### config.mk
export PLATFORM = sky130hd
export DESIGN_NAME = hpsc_slot
export DESIGN_NICKNAME = d
export VERILOG_FILES = /design/src/design/hpsc_pkg.sv /design/src/design/hpsc_sync.sv /design/src/design/hpsc_slot.sv
export VERILOG_INCLUDE_DIRS = /design/src /design/src/design
export SDC_FILE = /design/constraint.sdc
export NUM_CORES = 1
export LEC_CHECK = 0
export BUFFER_PORTS_ARGS = -buffer_cell sky130_fd_sc_hd__buf_2
export CAP_MARGIN = 5
export CORE_UTILIZATION = 35
export DETAILED_ROUTE_END_ITERATION = 10
export PLACE_DENSITY = 0.58
export SYNTH_ARGS = -nofsm -noshare
export SYNTH_HDL_FRONTEND = slang
export SYNTH_SLANG_ARGS = --single-unit
### constraint.sdc
create_clock -name sys_clk -period 2.7 [get_ports sys_clk]
set_input_delay 0.135 -clock sys_clk [delete_from_list [all_inputs] [get_ports sys_clk]]
set_output_delay 0.135 -clock sys_clk [all_outputs]
set_load 0.02 [all_outputs]
### src/design/hpsc_regs.svh
// Timing and I/O charge-current constants for the hot-plug slot power and fault control block.
`ifndef HPSC_REGS_SVH
`define HPSC_REGS_SVH
`define HPSC_CLK_MHZ        100
`define HPSC_OVL_TIMEOUT_MS 5
`define HPSC_OVL_TIMEOUT_CYC (`HPSC_OVL_TIMEOUT_MS * 1000 * `HPSC_CLK_MHZ)
`define HPSC_OVL_CLEAR_US   100
`define HPSC_OVL_CLEAR_CYC  (`HPSC_OVL_CLEAR_US * `HPSC_CLK_MHZ)
`define HPSC_FAST_OFF_US    3
`define HPSC_FAST_OFF_CYC   (`HPSC_FAST_OFF_US * `HPSC_CLK_MHZ)
`define HPSC_AUX_RAMP_CYC   1000
`define HPSC_EVT_DELAY_CYC  1000
`define HPSC_IO_CHARGE_UA   10
`endif

### src/design/hpsc_pkg.sv
// Types for the hot-plug slot power and fault control block.
package hpsc_pkg;
  typedef enum logic [1:0] {
    AUX_OFF  = 2'b00,
    AUX_RAMP = 2'b01,
    AUX_WAIT = 2'b10,
    AUX_ON   = 2'b11
  } hpsc_aux_t;

  typedef struct packed {
    logic main_ovl;
    logic p12_oc;
    logic aux_oc;
  } hpsc_flt_t;

  typedef struct packed {
    logic main_gate;
    logic low_io_voltage_gate;
    logic high_io_voltage_gate;
    logic regulating;
    logic main_fault;
    logic p12_gate;
    logic n12_gate;
    logic slot_aux_power;
    logic aux_fault;
    logic event_oe;
    logic event_out;
    logic io_charge_to_low;
  } hpsc_out_t;
endpackage : hpsc_pkg

### src/design/hpsc_sync.sv
// Two-flop synchroniser for a bus of pin inputs.
`timescale 1ns/100ps
module hpsc_sync #(
  parameter int W = 1
) (
  input  wire logic         sys_clk,
  input  wire logic         arst_n,
  input  wire logic [W-1:0] d,
  output logic      [W-1:0] q
);
  typedef struct packed {
    logic [W-1:0] s1;
    logic [W-1:0] s2;
  } hpsc_sync_st_t;
  hpsc_sync_st_t st_r;
  hpsc_sync_st_t st_nxt;
  always_comb begin
    st_nxt    = st_r;
    st_nxt.s1 = d;
    st_nxt.s2 = st_r.s1;
  end
  always_ff @(posedge sys_clk or negedge arst_n) begin
    if (!arst_n) begin
      st_r <= '0;
    end else begin
      st_r <= st_nxt;
    end
  end
  assign q = st_r.s2;
endmodule : hpsc_sync

### src/design/hpsc_slot.sv
// Per-slot main, secondary, I/O-voltage and auxiliary power control with event gating.
// Overview of operation
// (RULE1) Main overload enters regulation, starts 5 ms timer.
// (RULE2) Timeout under overload latches main fault off.
// (RULE3) Overload absent over 100 us clears regulation.
// (RULE4) 12V, -12V, aux overcurrent: off after 3 us. No -12V sense input here; p12_oc trips both 12 V gates.
// (RULE5) Negative 12 V follows positive 12 V gate.
// (RULE6) Enable ramps one selected I/O gate up.
// (RULE7) Disable ramps I/O gate down with mains.
// (RULE8) One I/O charge source steered by select.
// (RULE9) Host picks I/O voltage by bus mode.
// (RULE10) Switch closed starts auxiliary power ramp at once.
// (RULE11) Delay after aux ramp, then connect event.
// (RULE12) Aux fault drops aux power and event.
// (RULE13) Aux fault holds until switch opens.
// (RULE14) Switch open or fault opens event gate.
// (RULE15) Event output never drives inactive high level.
// (RULE16) Host may derive select from capability bit.
// (RULE17) Reset clears latches, timers, gates, event paths.
// (RULE18) Aux fault also forces main power off.
`timescale 1ns/100ps
`include "hpsc_regs.svh"
module hpsc_slot #(
  parameter int OVL_TIMEOUT_CYC = `HPSC_OVL_TIMEOUT_CYC,
  parameter int OVL_CLEAR_CYC   = `HPSC_OVL_CLEAR_CYC,
  parameter int FAST_OFF_CYC    = `HPSC_FAST_OFF_CYC,
  parameter int AUX_RAMP_CYC    = `HPSC_AUX_RAMP_CYC,
  parameter int EVT_DELAY_CYC   = `HPSC_EVT_DELAY_CYC
) (
  input  wire logic          sys_clk,
  input  wire logic          arst_n,
  input  wire logic          slot_power_enable,
  input  wire logic          io_voltage_select,
  input  wire logic          slot_aux_switch_in_n,
  input  wire logic          slot_event_in_n,
  input  hpsc_pkg::hpsc_flt_t flt_in,
  output hpsc_pkg::hpsc_out_t outs
);
  localparam int CW = 32;

  // ----------------------------------------------------------------
  // Input synchronisation
  // ----------------------------------------------------------------
  logic [6:0] pin_s;
  // Pins are flipped so that a cleared synchroniser reads as idle: switch open, no event
  // and 3.3 V select. Otherwise every reset would look like a switch closure.
  hpsc_sync #(.W(7)) u_sync (
    .sys_clk (sys_clk),
    .arst_n  (arst_n),
    .d       ({slot_power_enable, !io_voltage_select, !slot_aux_switch_in_n,
                !slot_event_in_n, flt_in.main_ovl, flt_in.p12_oc, flt_in.aux_oc}),
    .q       (pin_s)
  );
  logic en_s, lo_sel_s, sw_closed_s, evt_act_s, ovl_s, p12_s, aux_s;
  logic sw_n_s, evt_n_s;
  assign {en_s, lo_sel_s, sw_closed_s, evt_act_s, ovl_s, p12_s, aux_s} = pin_s;
  assign sw_n_s  = !sw_closed_s;
  assign evt_n_s = !evt_act_s;

  // ----------------------------------------------------------------
  // State
  // ----------------------------------------------------------------
  typedef struct packed {
    hpsc_pkg::hpsc_out_t o;
    hpsc_pkg::hpsc_aux_t aux_st;
    logic [CW-1:0]       ovl_cnt;
    logic [CW-1:0]       clr_cnt;
    logic [CW-1:0]       p12_cnt;
    logic [CW-1:0]       auxo_cnt;
    logic [CW-1:0]       aux_cnt;
    logic                p12_fault;
  } hpsc_slot_st_t;

  hpsc_slot_st_t st_r;
  hpsc_slot_st_t st_nxt;

  always_comb begin
    logic main_on;
    main_on = 1'b0;
    st_nxt  = st_r;
    // Dropping enable is the only way out of a main fault apart from reset.
    if (!en_s) begin
      st_nxt.o.main_fault = 1'b0; // RULE2
      st_nxt.p12_fault    = 1'b0;
    end
    // Main overload regulation and timeout.
    if (st_r.o.main_gate && ovl_s) begin
      st_nxt.o.regulating = 1'b1; // RULE1
      st_nxt.clr_cnt      = '0;
    end else if (st_r.o.regulating) begin
      st_nxt.clr_cnt = st_r.clr_cnt + 1'b1;
      if (st_r.clr_cnt >= CW'(OVL_CLEAR_CYC)) begin
        st_nxt.o.regulating = 1'b0; // RULE3
        st_nxt.ovl_cnt      = '0;
      end
    end
    // The timer only runs while regulation stays set, so a clear above leaves it at zero.
    if (st_r.o.regulating && st_nxt.o.regulating) begin
      st_nxt.ovl_cnt = st_r.ovl_cnt + 1'b1;
      if (st_r.ovl_cnt >= CW'(OVL_TIMEOUT_CYC - 1) && ovl_s) begin
        st_nxt.o.main_fault = 1'b1; // RULE2
        st_nxt.o.regulating = 1'b0;
        st_nxt.ovl_cnt      = '0;
      end
    end
    // Secondary supply overcurrent: fixed delay, no regulation phase.
    if (st_r.o.p12_gate && p12_s) begin
      st_nxt.p12_cnt = st_r.p12_cnt + 1'b1;
      if (st_r.p12_cnt >= CW'(FAST_OFF_CYC - 1)) begin
        st_nxt.p12_fault = 1'b1; // RULE4
      end
    end else begin
      st_nxt.p12_cnt = '0;
    end
    // Opening the switch clears the latch, but a fault in the same cycle still sets it.
    if (sw_n_s) begin
      st_nxt.o.aux_fault = 1'b0; // RULE13
    end
    // Auxiliary overcurrent: same fixed delay, then latched.
    if (st_r.o.slot_aux_power && aux_s) begin
      st_nxt.auxo_cnt = st_r.auxo_cnt + 1'b1;
      if (st_r.auxo_cnt >= CW'(FAST_OFF_CYC - 1)) begin
        st_nxt.o.aux_fault = 1'b1; // RULE4
      end
    end else begin
      st_nxt.auxo_cnt = '0;
    end
    // Auxiliary power sequencing.
    case (st_r.aux_st)
      hpsc_pkg::AUX_OFF: begin
        if (!sw_n_s && !st_r.o.aux_fault) begin
          st_nxt.aux_st  = hpsc_pkg::AUX_RAMP; // RULE10
          st_nxt.aux_cnt = '0;
        end
      end
      hpsc_pkg::AUX_RAMP: begin
        st_nxt.aux_cnt = st_r.aux_cnt + 1'b1;
        if (st_r.aux_cnt >= CW'(AUX_RAMP_CYC - 1)) begin
          st_nxt.aux_st  = hpsc_pkg::AUX_WAIT; // RULE11
          st_nxt.aux_cnt = '0;
        end
      end
      hpsc_pkg::AUX_WAIT: begin
        st_nxt.aux_cnt = st_r.aux_cnt + 1'b1;
        if (st_r.aux_cnt >= CW'(EVT_DELAY_CYC - 1)) begin
          st_nxt.aux_st = hpsc_pkg::AUX_ON; // RULE11
        end
      end
      default: begin
      end
    endcase
    if (sw_n_s || st_nxt.o.aux_fault) begin
      st_nxt.aux_st  = hpsc_pkg::AUX_OFF; // RULE12 RULE14
      st_nxt.aux_cnt = '0;
    end
    // Main gating follows enable unless a main or aux fault holds the slot off.
    main_on = en_s && !st_nxt.o.main_fault && !st_nxt.o.aux_fault; // RULE18
    st_nxt.o.main_gate            = main_on; // RULE7
    // Select low picks the 1.5 V gate, so an inverted capability bit can drive it.
    st_nxt.o.high_io_voltage_gate = main_on && !lo_sel_s; // RULE6
    st_nxt.o.low_io_voltage_gate  = main_on && lo_sel_s; // RULE6
    st_nxt.o.io_charge_to_low     = lo_sel_s; // RULE8
    st_nxt.o.p12_gate             = main_on && !st_nxt.p12_fault;
    st_nxt.o.n12_gate             = main_on && !st_nxt.p12_fault; // RULE5
    st_nxt.o.slot_aux_power       = st_nxt.aux_st != hpsc_pkg::AUX_OFF;
    // Open-drain event: only ever pulls low, so slots can share a node.
    st_nxt.o.event_out = 1'b0; // RULE15
    st_nxt.o.event_oe  = (st_nxt.aux_st == hpsc_pkg::AUX_ON) && !evt_n_s; // RULE14
    if (!main_on) begin
      st_nxt.o.regulating = 1'b0;
      st_nxt.ovl_cnt      = '0;
      st_nxt.clr_cnt      = '0;
    end
  end

  always_ff @(posedge sys_clk or negedge arst_n) begin
    if (!arst_n) begin
      st_r <= '0; // RULE17
    end else begin
      st_r <= st_nxt;
    end
  end

  assign outs = st_r.o;

  // ----------------------------------------------------------------
  // Checks
  // ----------------------------------------------------------------
  a_fault_kills_main: assert property (@(posedge sys_clk) disable iff (!arst_n)
    st_r.o.main_fault |-> !st_r.o.main_gate) else $error("main gate on in fault"); // RULE2
  a_aux_fault_off: assert property (@(posedge sys_clk) disable iff (!arst_n)
    st_r.o.aux_fault |-> !st_r.o.slot_aux_power && !st_r.o.event_oe && !st_r.o.main_gate)
    else $error("aux fault left power on"); // RULE12
  a_one_io_gate: assert property (@(posedge sys_clk) disable iff (!arst_n)
    !(st_r.o.low_io_voltage_gate && st_r.o.high_io_voltage_gate))
    else $error("both io gates on"); // RULE6
  a_io_follows_main: assert property (@(posedge sys_clk) disable iff (!arst_n)
    st_r.o.main_gate == (st_r.o.low_io_voltage_gate || st_r.o.high_io_voltage_gate))
    else $error("io gate not with main"); // RULE7
  a_neg_follows_pos: assert property (@(posedge sys_clk) disable iff (!arst_n)
    st_r.o.n12_gate == st_r.o.p12_gate) else $error("neg rail diverged"); // RULE5
  a_never_drive_high: assert property (@(posedge sys_clk) disable iff (!arst_n)
    st_r.o.event_oe |-> !st_r.o.event_out) else $error("event drove high"); // RULE15
  a_switch_open_off: assert property (@(posedge sys_clk) disable iff (!arst_n)
    sw_n_s |=> !st_r.o.slot_aux_power && !st_r.o.event_oe)
    else $error("switch open left aux on"); // RULE14
  a_switch_close_ramp: assert property (@(posedge sys_clk) disable iff (!arst_n)
    $fell(sw_n_s) && !st_r.o.aux_fault && !aux_s |=> st_r.o.slot_aux_power)
    else $error("aux ramp did not start"); // RULE10
  a_regulate_entry: assert property (@(posedge sys_clk) disable iff (!arst_n)
    st_r.o.main_gate && ovl_s && en_s && !st_r.o.main_fault && !st_r.o.aux_fault
    |=> st_r.o.regulating || st_r.o.main_fault) else $error("no regulation"); // RULE1
  a_charge_steer: assert property (@(posedge sys_clk) disable iff (!arst_n)
    st_r.o.low_io_voltage_gate |-> st_r.o.io_charge_to_low)
    else $error("charge source misrouted"); // RULE8
  c_main_fault: cover property (@(posedge sys_clk) disable iff (!arst_n)
    $rose(st_r.o.main_fault));
  c_reg_clear: cover property (@(posedge sys_clk) disable iff (!arst_n)
    $fell(st_r.o.regulating) && !st_r.o.main_fault);
  c_event_on: cover property (@(posedge sys_clk) disable iff (!arst_n)
    $rose(st_r.aux_st == hpsc_pkg::AUX_ON));
  c_aux_fault: cover property (@(posedge sys_clk) disable iff (!arst_n)
    $rose(st_r.o.aux_fault));
endmodule : hpsc_slot

==> reports/qor.yml <==
layout.cell_area.non_filler_sq_um: 11400
maximum_fanout_along_the_worst_path: 29
antenna_violations_before_repair: 0
final.setup_skew_ns: 0.0119
dpl-instance-area_sq_um: 10800
ratio_of_total_power_to_cell_area_nw_per_um2: 488
totalWireLength_microns: 23500
worstSetupEndpointType: "register"
place_hpwl_microns: 15900
routed-via-count: 8372
synth_common_cells: "187 x sky130_fd_sc_hd__dfrtp_1, 129 x sky130_fd_sc_hd__nor2_1, 112 x sky130_fd_sc_hd__nand2_1"
synth_top_flop_cell: "sky130_fd_sc_hd__dfrtp_1"
cts_buffer_depth: 2
p_int_mw: 4.13
crit_family: "compound AO/OA/AOI/OAI gates"
actual_slew_at_the_worst_max_slew_pin_ns: 0.840
worstHoldPathType: "input pin to asynchronous set/reset pin"
worst_hold_slack_ns: 0.231
vias_per_cell: 5.43
crit_path_max_incr_delay_ns: 0.48
fraction_of_synthesis_flops_using_an_asynchronous_set_or_reset_pin: 1.00
die_height_microns: 173
postRouteAntennaNets: 0
postCtsSetupRepairBufs: 0
postSynthCellCount: 1129
peakVddDrop_uv: 450
buffer_ports.inserted: 19
die_width_microns: 173
maximum_number_of_pins_on_one_net_before_global_route_repair: 56
timing.critical_path.arrival_ns: 2.88
postSynthNetCount: 1148
fmax_mhz: 392
cp-start-kind: "register"
ys_top_cells_by_area: "sky130_fd_sc_hd__dfrtp_1 46%, sky130_fd_sc_hd__nand3_1 4.9%, sky130_fd_sc_hd__nor2_1 4.7%"
cts_sinks: 187
final_critical_path_setup_slack_ns: 0.148
fin_crit_ns: 2.55
cts.reportedPaths.clkPinSlew_ns: 0.08
p_total_mw: 5.59
initial_core_util: 0.356
finalCritPeriodShare: 0.945
edff_count_synth: 0
synth-seq-area-share: 0.459
netSwitchingFraction: 0.260
global_route_wire_length_before_repair_microns: 40600
core-area_sq_um: 28700
finalNetCount: 1164
tritoncts.num_buffers: 17
synth_top_cell_area_share: 0.459
final-instance-count-excl-fill: 1542
num_antenna_cells: 0
final.fill_count: 2872
detailedRoute.firstPassIterationCount: 5
cap_viol_max_count: 0
outcome: "finished, final reports clean"
drc_errors: 0
worst-setup-path-type: "register to register"
combPwrFrac: 0.058
timing.critical_path.slowest_stage_cell: "sky130_fd_sc_hd__a2111oi_1"
grt_overflow_total: 0
design.portCount: 21
drt-wirelength-per-cell_microns: 15.2
cts.htree.levels: 4
cts_root_buffer: "sky130_fd_sc_hd__clkbuf_16"
area.growth.synth_to_final_pct: 12.1
timing_hold_violations_final: 0
reg2reg_slack_ns: 0.15
cp_num_buf_inv: 1
cellLeakagePower_nw: 4.69
net-switching-power_mw: 1.45
setup_tns_ns: 0
synth.distinct_cells: 69
grt.total_usage: 0.163
synth_top_cell_by_area: "sky130_fd_sc_hd__dfrtp_1"
placed_cells: 1502
cts_tree: "yes"
critPathRequiredTime_ns: 3.03
finalCoreUtilization: 0.399
grt_setup_unrepaired: "false"
netlist_area_sq_um: 10200
synth.yosys.warnings: 0
timing.critical_path.cells: "ha_1, nand4_1, a2111oi_1, a211o_1, o211ai_1, buf_12, a41o_1, a22o_1"
synth.most_common_cell: "sky130_fd_sc_hd__dfrtp_1"
first_global_vias: 8037
final_layout_size_suffix_gt1_frac: 0.100
share_seq_of_total_power: 0.508
final-max-slew-violation-count: 0
timing.final.setup_violations: 0
gp_congestion: 0.783
place_worst_setup_slack_ns: 0.156
timing.slew.headroom: 0.439
detailedRoute.firstIterationViolations: 595
synthesis.area_per_instance_sq_um: 9.04
fp-row-count: 62
clock_latency_ns: 0.43
die-area_sq_um: 29800
synth-seq-cells: 187
p_clk_frac: 0.434
==> cell type report <==
cell class / instances / area (sq um) / share of cell area
Multi-Input combinational cell: 837 / 5060 / 0.443
Clock inverter: 15 / 130 / 0.0114
Sequential cell: 187 / 4680 / 0.409
Tap cell: 384 / 480 / 0.0420
Timing Repair Buffer: 65 / 523 / 0.0457
Inverter: 37 / 139 / 0.0121
Clock buffer: 17 / 425 / 0.0372
==> power groups by stage <==
| stage | logic [mW] | clock network (mW) | registers [mW] |
|---|---|---|---|
| 3_5_place_dp | 0.322 | 0 | 2.90 |
| 6_report | 0.324 | 2.42 | 2.84 |
| 2_1_floorplan | 0.185 | 0 | 2.89 |
| 4_1_cts | 0.331 | 2.49 | 2.84 |
| 3_3_place_gp | 0.322 | 0 | 2.90 |
| 5_1_grt | 0.362 | 2.60 | 2.84 |
==> per-layer routing <==
metal  vias up  wire (microns)  part of all wire  GRT usage
li1       4158               -                 -          -
met1      4092           11700              0.50      0.230
met2       102           11000              0.47      0.263
met3        20             520             0.022     0.0211
met4         0             248             0.011     0.0446
met5         -               0                 0          0
==> worst reg2reg max path, stage by stage, from the launching register on <==
cell and delay (ns):
sky130_fd_sc_hd__dfrtp_1 0.42, sky130_fd_sc_hd__ha_1 0.24, sky130_fd_sc_hd__nand4_1 0.13, sky130_fd_sc_hd__a2111oi_1 0.48, sky130_fd_sc_hd__a211o_1 0.24, sky130_fd_sc_hd__o211ai_1 0.23
sky130_fd_sc_hd__buf_12 0.26, sky130_fd_sc_hd__a41o_1 0.23, sky130_fd_sc_hd__a22o_1 0.22
==> path summary, 6_finish.rpt <==
path / end / from / depth (start not counted)
max: st_r[120] / st_r[129] / 8
min: st_r[138] / arst_n / 2
max reg2reg: st_r[120] / st_r[129] / 8
min reg2reg: u_sync.q[6] / u_sync.st_nxt[6] / 0
max in group asynchronous: st_r[60] / arst_n / 3
min in group sys_clk: u_sync.st_nxt[2] / flt_in[2] / 2
==> cell families after synthesis <==
| logic type | after synthesis | share of synthesized area |
|---|---|---|
| buffers and inverters | 105 | 0.0482 |
| adder cells (fa/ha/maj) | 10 | 0.0123 |
| flip-flops | 187 | 0.459 |
| AO/OA/AOI/OAI | 175 | 0.124 |
| XOR/XNOR | 60 | 0.0515 |
| other | 1 | 0.000367 |
| multiplexers | 9 | 0.00895 |
| AND/OR/NAND/NOR | 582 | 0.296 |
==> sequential cells by signal, indices dropped and copies added, names as in the netlist <==
register	flops
u_sync.q	7
u_sync.st_nxt	7
outs	10
st_r	163
==> layout by cell type (no fill, tap or decap), drive strengths merged, types with 5 or more instances in the layout <==
master       instances
a21oi               26
xnor2               27
a41o                14
mux2i                8
dlygate4sd3          8
nand3              100
and2                 7
buf                 56
and3                27
o21ai               32
nand4               55
a41oi               15
and4                15
xor2                33
a31oi               24
ha                  10
or2                  5
nor3                47
o211ai              17
nand2              113
dfrtp              187
nand4b               8
nor2               129
o22ai                6
a211oi               6
a22o                16
clkbuf              18
or3                 21
nor4                37
inv                 45
==> repair_timing <==
item / in CTS / in global routing
resized for setup: 0 / 2
hold buffers: 8 / 0
endpoints found under the hold margin: 58 / 0
setup endpoints to repair: 0 / 7
Power figures use the tool's default switching activity.
